$ cat config.mk
export PLATFORM = sky130hd
export DESIGN_NAME = pio_bank
export DESIGN_NICKNAME = d
export VERILOG_FILES = /design/src/pio_pkg.sv /design/src/pio_port_if.sv /design/src/pio_latch_mem.sv /design/src/pio_bank.sv
export SDC_FILE = /design/constraint.sdc
export NUM_CORES = 1
export LEC_CHECK = 0
export BUFFER_PORTS_ARGS = -buffer_cell sky130_fd_sc_hd__buf_2
export CORE_AREA = 2 2 296 298
export CTS_BUF_LIST = sky130_fd_sc_hd__clkbuf_4 sky130_fd_sc_hd__clkbuf_8
export DETAILED_ROUTE_END_ITERATION = 12
export DIE_AREA = 0 0 298 300
export PLACE_DENSITY_LB_ADDON = 0.1
export SETUP_SLACK_MARGIN = 0.3
export SLEW_MARGIN = 20
export SYNTH_ARGS = -nofsm -noshare
export SYNTH_HDL_FRONTEND = slang
export SYNTH_SLANG_ARGS = --single-unit
$ cat constraint.sdc
create_clock -name mclk -period 4 [get_ports mclk]
set_clock_uncertainty 0.2 [all_clocks]
set_input_delay 0.4 -clock mclk [delete_from_list [all_inputs] [get_ports mclk]]
set_output_delay 0.4 -clock mclk [all_outputs]
set_load 0.005 [all_outputs]
$ cat src/pio_pkg.sv
package pio_pkg;
  localparam int PORT_COUNT = 10;
  localparam int PORT_W     = 16;
  localparam int DRV_W      = 16;
  localparam int BUSDRV_W   = 8;
  localparam logic [3:0] PORT_IDX_P0_LO = 4'h0;
  localparam logic [3:0] PORT_IDX_P0_HI = 4'h1;
  localparam logic [3:0] PORT_IDX_P1_LO = 4'h2;
  localparam logic [3:0] PORT_IDX_P1_HI = 4'h3;
  localparam logic [3:0] PORT_IDX_P2  = 4'h4;
  localparam logic [3:0] PORT_IDX_P3  = 4'h5;
  localparam logic [3:0] PORT_IDX_P4  = 4'h6;
  localparam logic [3:0] PORT_IDX_P5  = 4'h7;
  localparam logic [3:0] PORT_IDX_P6  = 4'h8;
  localparam logic [3:0] PORT_IDX_P7  = 4'h9;
  localparam logic [15:0] WIDTH_MASK [PORT_COUNT] = '{
    16'h00ff, 16'h00ff, 16'h00ff, 16'h00ff, 16'hffff,
    16'hbfff, 16'h00ff, 16'hffff, 16'h00ff, 16'h00ff};
  localparam logic [PORT_COUNT-1:0] HAS_DRAIN_SEL = 10'b1101110000;
  localparam logic [PORT_COUNT-1:0] HAS_LEVEL_SEL = 10'b1001110000;
  localparam logic [PORT_COUNT-1:0] HAS_OUTPUT    = 10'b1101111111;
  localparam logic [15:0] DIR_RESET   = 16'h0000;
  localparam logic [15:0] LATCH_RESET = 16'h0000;
  localparam logic [15:0] CFG_RESET   = 16'h0000;
  typedef enum logic [1:0] {PIO_OP_NONE, PIO_OP_WRITE, PIO_OP_RMW} pio_op_t;
  typedef enum logic [2:0] {
    PIO_RMW_AND, PIO_RMW_OR, PIO_RMW_XOR, PIO_RMW_SET_BIT, PIO_RMW_CLR_BIT
  } pio_rmw_t;
endpackage

$ cat src/pio_port_if.sv
`timescale 1ns/100ps
interface pio_port_if;
  import pio_pkg::*;
  logic [3:0]  sel;
  logic        we;
  logic [15:0] wdata;
  logic [15:0] rdata;
  modport ctl (output sel, output we, output wdata, input rdata);
  modport mem (input sel, input we, input wdata, output rdata);
endinterface

$ cat src/pio_latch_mem.sv
`timescale 1ns/100ps
module pio_latch_mem
  import pio_pkg::*;
(
  input  wire logic mclk,
  input  wire logic rst,
  pio_port_if.mem   lp,
  output logic [PORT_COUNT*PORT_W-1:0] latch_flat
);
  logic [15:0] latch_q [PORT_COUNT];
  logic [15:0] rdata_q;

  always_ff @(posedge mclk) begin
    for (int i = 0; i < PORT_COUNT; i++) begin
      if (rst) begin
        latch_q[i] <= LATCH_RESET;
      end else if (lp.we && lp.sel == 4'(i) && HAS_OUTPUT[i]) begin
        latch_q[i] <= lp.wdata & WIDTH_MASK[i];
      end
    end
  end

  always_ff @(posedge mclk) begin
    if (rst) begin
      rdata_q <= 16'h0000;
    end else if (lp.sel < 4'(PORT_COUNT)) begin
      rdata_q <= latch_q[lp.sel];
    end else begin
      rdata_q <= 16'h0000;
    end
  end

  assign lp.rdata = rdata_q;

  always_comb begin
    for (int i = 0; i < PORT_COUNT; i++) begin
      latch_flat[i*PORT_W +: PORT_W] = latch_q[i];
    end
  end
endmodule

$ cat src/pio_bank.sv
// How it works
// - Every pin level is sampled into the input latch each clock.
// - Writing an input pin stores the latch value but keeps it undriven.
// - Reading an input pin returns its sampled pin level.
// - Modify on an input pin uses pin level, result goes to latch.
// - Direction bit 1 enables driver; writes reach latch and pin.
// - Reading an output pin returns the output latch contents.
// - Modify on an output pin uses latch, writes latch, so pin follows.
// - Ports 2,3,4,6,7 have per-bit push-pull or open-drain selection.
// - Ports 2,3,4,7 have a software TTL or CMOS threshold select.
// - Ports 0-4,6,7 have drive strength and edge-rate controls.
// - A separate register sets drive of latch, read and write strobes.
// - Widths: P0,P1 as byte halves, P2 and P5 16, P3 15 minus bit 14, others 8.
// - Port 5 is 16-bit input only, with no latch or driver.
`timescale 1ns/100ps
module pio_bank
  import pio_pkg::*;
(
  input  wire logic                          mclk,
  input  wire logic                          rst,
  input  wire logic [3:0]                    acc_port,
  input  wire pio_op_t                       acc_op,
  input  wire pio_rmw_t                      acc_rmw,
  input  wire logic [15:0]                   acc_wdata,
  input  wire logic                          acc_rd,
  output logic [15:0]                        acc_rdata,
  output logic                               acc_rvalid,
  input  wire logic [15:0]                   dir_wdata,
  input  wire logic                          dir_we,
  input  wire logic [15:0]                   drain_wdata,
  input  wire logic                          drain_we,
  input  wire logic [15:0]                   drive_wdata,
  input  wire logic                          drive_we,
  input  wire logic [4:0]                    level_wdata,
  input  wire logic                          level_we,
  input  wire logic [BUSDRV_W-1:0]           busdrv_wdata,
  input  wire logic                          busdrv_we,
  input  wire logic [PORT_COUNT*PORT_W-1:0]  pin_in,
  output logic [PORT_COUNT*PORT_W-1:0]       pin_out,
  output logic [PORT_COUNT*PORT_W-1:0]       pin_oe_n,
  output logic [PORT_COUNT*DRV_W-1:0]        output_drive_ctl_reg,
  output logic [4:0]                         input_level_select_reg,
  output logic [BUSDRV_W-1:0]                bus_line_drive_ctl_reg
);
  logic [15:0] pin_direction_reg_q [PORT_COUNT];
  logic [15:0] drain_mode_reg_q    [PORT_COUNT];
  logic [15:0] drive_ctl_q         [PORT_COUNT];
  logic [15:0] sample_q            [PORT_COUNT];
  logic [4:0]  level_q;
  logic [BUSDRV_W-1:0] busdrv_q;
  logic [PORT_COUNT*PORT_W-1:0] latch_flat;
  logic [15:0] operand_d;
  logic [15:0] result_d;
  logic        rmw_pend_q;
  logic [3:0]  rmw_port_q;
  pio_rmw_t    rmw_kind_q;
  logic [15:0] rmw_arg_q;
  logic        rd_pend_q;
  logic [3:0]  rd_port_q;
  logic [PORT_COUNT*PORT_W-1:0] pin_out_q;
  logic [PORT_COUNT*PORT_W-1:0] pin_oe_n_q;
  logic [15:0] acc_rdata_q;
  logic        acc_rvalid_q;

  pio_port_if lp ();

  pio_latch_mem u_mem (
    .mclk       (mclk),
    .rst        (rst),
    .lp         (lp),
    .latch_flat (latch_flat)
  );

  // Per-bit pick between latch and pin; this one mux serves reads and RMW.
  function automatic logic [15:0] view_of(input logic [3:0] p);
    logic [15:0] dir;
    logic [15:0] lat;
    dir = '0;
    lat = '0;
    if (p < 4'(PORT_COUNT)) begin
      dir = pin_direction_reg_q[p];
      lat = latch_flat[p*PORT_W +: PORT_W];
      return ((dir & lat) | (~dir & sample_q[p])) & WIDTH_MASK[p];
    end
    return 16'h0000;
  endfunction

  function automatic logic [15:0] apply_rmw(input pio_rmw_t k,
                                            input logic [15:0] a,
                                            input logic [15:0] b);
    case (k)
      PIO_RMW_AND:     return a & b;
      PIO_RMW_OR:      return a | b;
      PIO_RMW_XOR:     return a ^ b;
      PIO_RMW_SET_BIT: return a | (16'h0001 << b[3:0]);
      PIO_RMW_CLR_BIT: return a & ~(16'h0001 << b[3:0]);
      default:         return a;
    endcase
  endfunction

  always_ff @(posedge mclk) begin
    for (int i = 0; i < PORT_COUNT; i++) begin
      sample_q[i] <= pin_in[i*PORT_W +: PORT_W] & WIDTH_MASK[i];
    end
  end

  always_ff @(posedge mclk) begin
    for (int i = 0; i < PORT_COUNT; i++) begin
      if (rst) begin
        pin_direction_reg_q[i] <= DIR_RESET;
        drain_mode_reg_q[i]    <= CFG_RESET;
        drive_ctl_q[i]         <= CFG_RESET;
      end else if (acc_port == 4'(i)) begin
        if (dir_we && HAS_OUTPUT[i]) begin
          pin_direction_reg_q[i] <= dir_wdata & WIDTH_MASK[i];
        end
        if (drain_we && HAS_DRAIN_SEL[i]) begin
          drain_mode_reg_q[i] <= drain_wdata & WIDTH_MASK[i];
        end
        if (drive_we && HAS_OUTPUT[i]) begin
          drive_ctl_q[i] <= drive_wdata;
        end
      end
    end
  end

  always_ff @(posedge mclk) begin
    if (rst) begin
      level_q  <= 5'h00;
      busdrv_q <= 8'h00;
    end else begin
      if (level_we) begin
        level_q <= level_wdata;
      end
      if (busdrv_we) begin
        busdrv_q <= busdrv_wdata;
      end
    end
  end

  // RMW registers its request when issued; the next cycle reads the operand and writes.
  always_comb begin
    operand_d = view_of(rmw_port_q);
    // The view is the operand; the argument is the mask or the bit number.
    result_d  = apply_rmw(rmw_kind_q, operand_d, rmw_arg_q);
  end

  always_ff @(posedge mclk) begin
    if (rst) begin
      rmw_pend_q <= 1'b0;
      rmw_port_q <= 4'h0;
      rmw_kind_q <= PIO_RMW_AND;
      rmw_arg_q  <= 16'h0000;
    end else begin
      rmw_pend_q <= (acc_op == PIO_OP_RMW);
      rmw_port_q <= acc_port;
      rmw_kind_q <= acc_rmw;
      rmw_arg_q  <= acc_wdata;
    end
  end

  always_comb begin
    lp.sel   = rmw_pend_q ? rmw_port_q : acc_port;
    lp.we    = rmw_pend_q || (acc_op == PIO_OP_WRITE);
    lp.wdata = rmw_pend_q ? result_d : acc_wdata;
  end

  always_ff @(posedge mclk) begin
    if (rst) begin
      rd_pend_q    <= 1'b0;
      rd_port_q    <= 4'h0;
      acc_rdata_q  <= 16'h0000;
      acc_rvalid_q <= 1'b0;
    end else begin
      rd_pend_q    <= acc_rd;
      rd_port_q    <= acc_port;
      acc_rvalid_q <= rd_pend_q;
      if (rd_pend_q) begin
        acc_rdata_q <= view_of(rd_port_q);
      end
    end
  end

  // Open-drain pins drive only a low; a high releases the pin.
  always_ff @(posedge mclk) begin
    for (int i = 0; i < PORT_COUNT; i++) begin
      for (int b = 0; b < PORT_W; b++) begin
        if (rst) begin
          pin_out_q[i*PORT_W+b]  <= 1'b0;
          pin_oe_n_q[i*PORT_W+b] <= 1'b1;
        end else begin
          pin_out_q[i*PORT_W+b] <= latch_flat[i*PORT_W+b];
          pin_oe_n_q[i*PORT_W+b] <= ~(pin_direction_reg_q[i][b]
            & ~(drain_mode_reg_q[i][b] & latch_flat[i*PORT_W+b]));
        end
      end
    end
  end

  always_comb begin
    for (int i = 0; i < PORT_COUNT; i++) begin
      output_drive_ctl_reg[i*DRV_W +: DRV_W] = drive_ctl_q[i];
    end
  end

  assign pin_out                = pin_out_q;
  assign pin_oe_n               = pin_oe_n_q;
  assign acc_rdata              = acc_rdata_q;
  assign acc_rvalid             = acc_rvalid_q;
  assign input_level_select_reg = level_q;
  assign bus_line_drive_ctl_reg = busdrv_q;
endmodule

==> results.toml, run 1 <==
[floorplan]
die-area_um2 = 89400
design.core.area_um2 = 86210
die_w_um = 298
rows = 108
ios = 764
initial_utilization = 0.3143
fp.dieH_um = 300

[layout]
finalNetCount = 3278
final.fill_count = 8423
area.growth.synth_to_final_pct = 31.54
design_area_um2 = 35640
drive_gt1_frac = 0.2837
largest_reg_flops = 144
utilization = 0.4134
reg.largest.list = "drive_ctl_q x144, sample_q x103"
largest-register = "drive_ctl_q"

[synth]
seq_area_frac_synth = 0.6587
ys_ff_latch = 705
synth_top_area_share = 0.4134
synthXorXnorAreaFrac = 0.002586
ys_types = 72
synth_mux_area_frac = 0.06100
netlist_area_um2 = 27090
synthSimpleGateAreaFrac = 0.1706
synth-edff-count = 373
synth_top_family_by_area = "simple AND/OR/NAND/NOR gates"
synth-adder-area-share = 0.0004618
yosys_warnings = 0
syn_inst = 2172
synth_top_flop_cell = "edfxtp_1"
syn-mean-instance-area_um2 = 12.47
yosys-top-cells-count = "edfxtp_1 (373), dfxtp_1 (332), and2_1 (293), buf_4 (168), nand2_1 (162)"
synth_area_leaders = "edfxtp_1 (41%), dfxtp_1 (25%), and2_1 (6.8%)"
netlist.top_cell.by_area = "edfxtp_1"
yosysMostFrequentCell = "edfxtp_1"
synth-async-reset-ratio = 0
synth_compound_area_frac = 0.04442

[setup_path]
critPathKind = "flip-flop to flip-flop"
cp.required_ns = 4.26
cp_max_fo = 27
worst_setup_path_start_kind = "flip-flop"
cp_data_arrival_time_ns = 3.78
endpoint_kind = "flip-flop"

[pwr]
power_frac_comb = 0.087
power.density_nw_per_um2 = 470.7
p_seq_frac = 0.489
power.switching_mw = 4.140
vdd_drop_max_mv = 0.2331
internal_power_mw = 12.64
leakage_nw = 14.82
p_clk_frac = 0.424
p_total_mw = 16.78
p_sw_frac = 0.2467

[clock_tree]
postCtsHoldBufs = 220
cts.sinks = 705
htreeDepth = 3
cts_made_buffers = 121
cts_max_path_buffers = 3
post_cts_buffers = 0
root_buffer = "clkbuf_8"
cts_resized = 0
clk_pin_slew_worst_paths_ns = 0.06
clk_latency_ns = 0.77
cts_tree = "built"

[route]
post_drt_wl_per_cell_um = 23.31
drt_iter0_markers = 1524
postRouteAntennaNets = 0
via_count = 19280
viasPerCell = 4.497
dr.pass1.iters = 5
wl_um = 99920
drcViolationCount = 0

[global_routing]
grtUsageTotal = 0.2173
antenna_found_initial = 11
grt_max_degree = 88
grt_pass1_vias = 19930
grt_pass1_wl_um = 140700
grt_overflow = 0

[placed_design]
port_buffers = 544
place_ws_ns = 0.5194
dpl.hpwl_um = 73530
place.gp.congestion = 0.9101
place_area_um2 = 30730

[sta]
fin_ws_ns = 0.4801
rsz0062_at_grt = "false"
fin_crit_sh = 0.8800
layout_min_cycle_time_ns = 3.520
max-slew-margin-rel = 0.2703
setup_viol = 0
tns_ns = 0
final_max_slew_viol_count = 0
worstMarginPinSlew_ns = 1.095
fmax_ghz = 0.2841
hold_viol = 0

[flow_run]
maxCapViolCount = 0

[outcome]
status = "finished, final reports clean"

[hold_path]
min_path_type = "input pin to flip-flop"
==> per-stage QoR <==
step / std cells / hold slack (ns)
3_3_place_gp: 3835 / 0.2472
5_1_grt: 4285 / 0.01595
6_report: 4286 / 0.07067
4_1_cts: 4282 / 0.0004132
3_5_place_dp: 3835 / 0.2502
2_1_floorplan: 2332 / 0.2251
==> path summary, 6_finish.rpt <==
check / start / cells after the start / endpoint / slack [ns]
max reg2reg: rd_port_q[1] / 8 / u_mem.latch_q[3][1] / 0.48
max: rd_port_q[1] / 8 / u_mem.latch_q[3][1] / 0.48
min: pin_in[75] / 2 / sample_q[4][11] / 0.07
min reg2reg: drain_mode_reg_q[3][2] / 2 / pin_oe_n[98] / 0.25
==> worst max-delay path, stage by stage, from the launching register on <==
cell and delay, ns:
dfxtp_2 0.69, buf_12 0.28, nor2b_1 0.08, buf_4 0.20, and2_1 0.18, o21ai_0 0.29, a311oi_2 0.24, o221ai_2 0.91
nor2_1 0.11
==> placed cells by master (no fill, tap or decap), drive strengths merged, types with 21 or more instances in the layout <==
cell and n:
a21oi 27, and2 294, buf 601, clkbuf 192
clkinv 27, conb 162, dfxtp 332, dlygate4sd3 220
edfxtp 373, mux2 21, mux2i 110, nand2 162
nand3 71, nor2 159, nor2b 127, nor3 25
o21ai 44
==> metal layers <==
metal,part of all wire,wire length (um),up-vias,global-route usage
met1,0.42,42340,9493,0.2812
met2,0.47,46980,742,0.3527
met5,0.00027,27,-,0
li1,-,-,8887,-
met3,0.077,7675,149,0.06099
met4,0.029,2901,4,0.06832
==> final cells by class <==
class	instances	area, um2	share of cell area
diodes	4	10.01	0.0002808
clock buffers	192	2386	0.06695
clock inverters	35	309.0	0.008671
inverters	18	70.07	0.001966
multi-input cells	1356	8190	0.2298
flip-flops and latches	705	17850	0.5008
well taps	1155	1445	0.04055
repair buffers	821	5380	0.1510
==> power groups by stage <==
stage / combinational [mW] / sequential, mW / clock (mW)
2_1_floorplan: 0.675 / 8.28 / 0
3_3_place_gp: 1.28 / 8.35 / 0
3_5_place_dp: 1.28 / 8.35 / 0
4_1_cts: 1.47 / 8.21 / 7.30
5_1_grt: 1.57 / 8.24 / 7.61
6_report: 1.46 / 8.21 / 7.11
==> cell families (layout without fill, tap and decap cells) <==
group | after synthesis | in the layout
AND/OR/NAND/NOR | 873 | 873
AO/OA/AOI/OAI | 167 | 167
XOR/XNOR | 8 | 8
buffers and inverters | 271 | 1066
other | 2 | 166
adder cells (fa/ha/maj) | 1 | 1
flip-flops | 705 | 705
multiplexers | 145 | 145
No activity file was read; power rests on OpenSTA's default activity.
==> run 2, diff against run 1 <==
Settings changed: PLACE_DENSITY_LB_ADDON 0.1 to 0.25, RECOVER_POWER from default to 100.
==> run 2 against run 1 <==
- the run now ends with capacitance limit, slew limit left
- utilization fell by 0.29 points
- final area decreased by 0.70%
- sequential power about the same
- clock power grew 1%
- cell count grew 0.44%
- first-iteration DRC count increased by 18%
- register-to-register slack lost 0.04 ns
- combinational power is essentially flat
==> results.toml, run 2 (synthesis gave the netlist of run 1 again) <==
[outcome]
status = "finished with violations"
violations = "capacitance limit, slew limit"

[floorplan]
ios = 764
rows = 108
initial_utilization = 0.3143
die-area_um2 = 89400
die_w_um = 298
design.core.area_um2 = 86210
fp.dieH_um = 300

[placed_design]
port_buffers = 544
place_ws_ns = 0.6588
dpl.hpwl_um = 72130
place.gp.congestion = 0.9036
placed_cells = 3822

[route]
wl_um = 99110
viasPerCell = 4.583
post_drt_wl_per_cell_um = 23.02
dr.pass1.iters = 5
drcViolationCount = 0
postRouteAntennaNets = 0
via_count = 19730
drt_iter0_markers = 1799

[sta]
final_max_slew_viol_count = 34
fmax_ghz = 0.2811
max-slew-margin-rel = -0.1607
fin_crit_sh = 0.8894
layout_min_cycle_time_ns = 3.558
tns_ns = 0
worstMarginPinSlew_ns = 1.729
hold_viol = 0
fin_ws_ns = 0.4422
rsz0062_at_grt = "false"
setup_viol = 0

[setup_path]
cp_data_arrival_time_ns = 3.82
critPathKind = "flip-flop to flip-flop"
worst_setup_path_start_kind = "flip-flop"
endpoint_kind = "flip-flop"
slowest_stage = "mux4_2"
crit_chain = "inv_1 -> mux4_2 -> and2_0 -> a311oi_2 -> nand3_1 -> o221ai_2 -> nor2_1"
cp_max_fo = 9
critical_path.max_stage_delay_ns = 0.64
cp.required_ns = 4.27

[hold_path]
min_path_type = "input pin to flip-flop"

[layout]
largest_reg_flops = 144
layout_commonest_cell = "edfxtp_1"
utilization = 0.4105
final.fill_count = 8499
finalNetCount = 3294
largest-register = "drive_ctl_q"
reg.largest.list = "drive_ctl_q x144, sample_q x103"
final_cells = 4305
final_cell_mix = "edfxtp_1 (373), dfxtp_1 (330), clkbuf_1 (302)"
area.growth.synth_to_final_pct = 30.63
drive_gt1_frac = 0.1754

[clock_tree]
cts_max_path_buffers = 3
cts_resized = 0
root_buffer = "clkbuf_8"
htreeDepth = 3
cts_made_buffers = 118
clk_pin_slew_worst_paths_ns = 0.06
clk_latency_ns = 0.79
cts.sinks = 705
cts_tree = "built"

[flow_run]
maxCapViolCount = 2

[pwr]
power.density_nw_per_um2 = 475.5
p_total_mw = 16.83
leakage_nw = 13.76
vdd_drop_max_mv = 0.2686

[global_routing]
grt_max_degree = 111
antenna_found_initial = 12
grt_pass1_wl_um = 139200
grt_pass1_vias = 20300
grtUsageTotal = 0.2143
grt_overflow = 0
run 2: changes by cell type in the layout (fill, tap and decap cells not counted), moves of 10 or more:
| cell | change |
|---|---|
| and2_0 | +193 |
| and2_1 | -193 |
| buf_4 | -36 |
| buf_2 | -286 |
| clkbuf_1 | +302 |
| clkbuf_8 | -10 |
| dlygate4sd3_1 | +32 |
run 2: power breakdown:
| group | total, mW | internal (mW) | switching, mW | leakage, nW |
|---|---|---|---|---|
| sequential | 8.20 | 7.99 | 0.211 | 6.43 |
| clock | 7.19 | 4.10 | 3.09 | 1.44 |
| combinational | 1.43 | 0.561 | 0.872 | 5.89 |
| total | 16.8 | 12.7 | 4.18 | 13.8 |
run 2: cell type report:
| class | instances | area, um2 | share of cell area |
|---|---|---|---|
| Timing Repair Buffer | 840 | 5179 | 0.1463 |
| Inverter | 18 | 68.82 | 0.001944 |
| Clock buffer | 177 | 2211 | 0.06246 |
| Antenna cell | 8 | 20.02 | 0.0005656 |
| Sequential cell | 705 | 17850 | 0.5044 |
| Clock inverter | 46 | 496.7 | 0.01403 |
| Multi-Input combinational cell | 1356 | 8122 | 0.2295 |
| Tap cell | 1155 | 1445 | 0.04083 |
run 2: layer usage:
metal | part of all wire | wire length, um | GRT usage
met1 | 0.40 | 39940 | 0.2666
met2 | 0.49 | 48350 | 0.3634
met4 | 0.030 | 2959 | 0.06784
met5 | 0.00066 | 65 | 0
met3 | 0.079 | 7787 | 0.05607
run 2: what timing repair did:
item                       CTS  global route
hold endpoints to repair   484             0
hold buffers               252             0
setup buffers                0             0
setup endpoints to repair    0             0
run 2: metrics by stage:
stage                     hold slack [ns]  cell area [um2]
after floorplan                    0.2251            27700
after global placement             0.2459            30640
after detailed placement           0.2506            30640
after CTS                      0.00005418            35870
after global routing              0.02195            35390
final                             0.07703            35390
run 2: critical path: cells and delay by family (launching register included):
family / cells / cell delay [ns]
AO/OA/AOI/OAI: 2 / 0.89
multiplexers: 1 / 0.64
AND/OR/NAND/NOR: 3 / 0.55
flip-flops: 1 / 0.42
buffers and inverters: 1 / 0.51
run 2: final timing paths:
path	from	to	slack, ns	cells past startpoint
min reg2reg	pin_direction_reg_q[9][3]	pin_oe_n[147]	0.25	1
min	pin_in[99]	sample_q[6][3]	0.08	2
max	rd_port_q[1]	u_mem.latch_q[2][1]	0.44	7
max reg2reg	rd_port_q[1]	u_mem.latch_q[2][1]	0.44	7
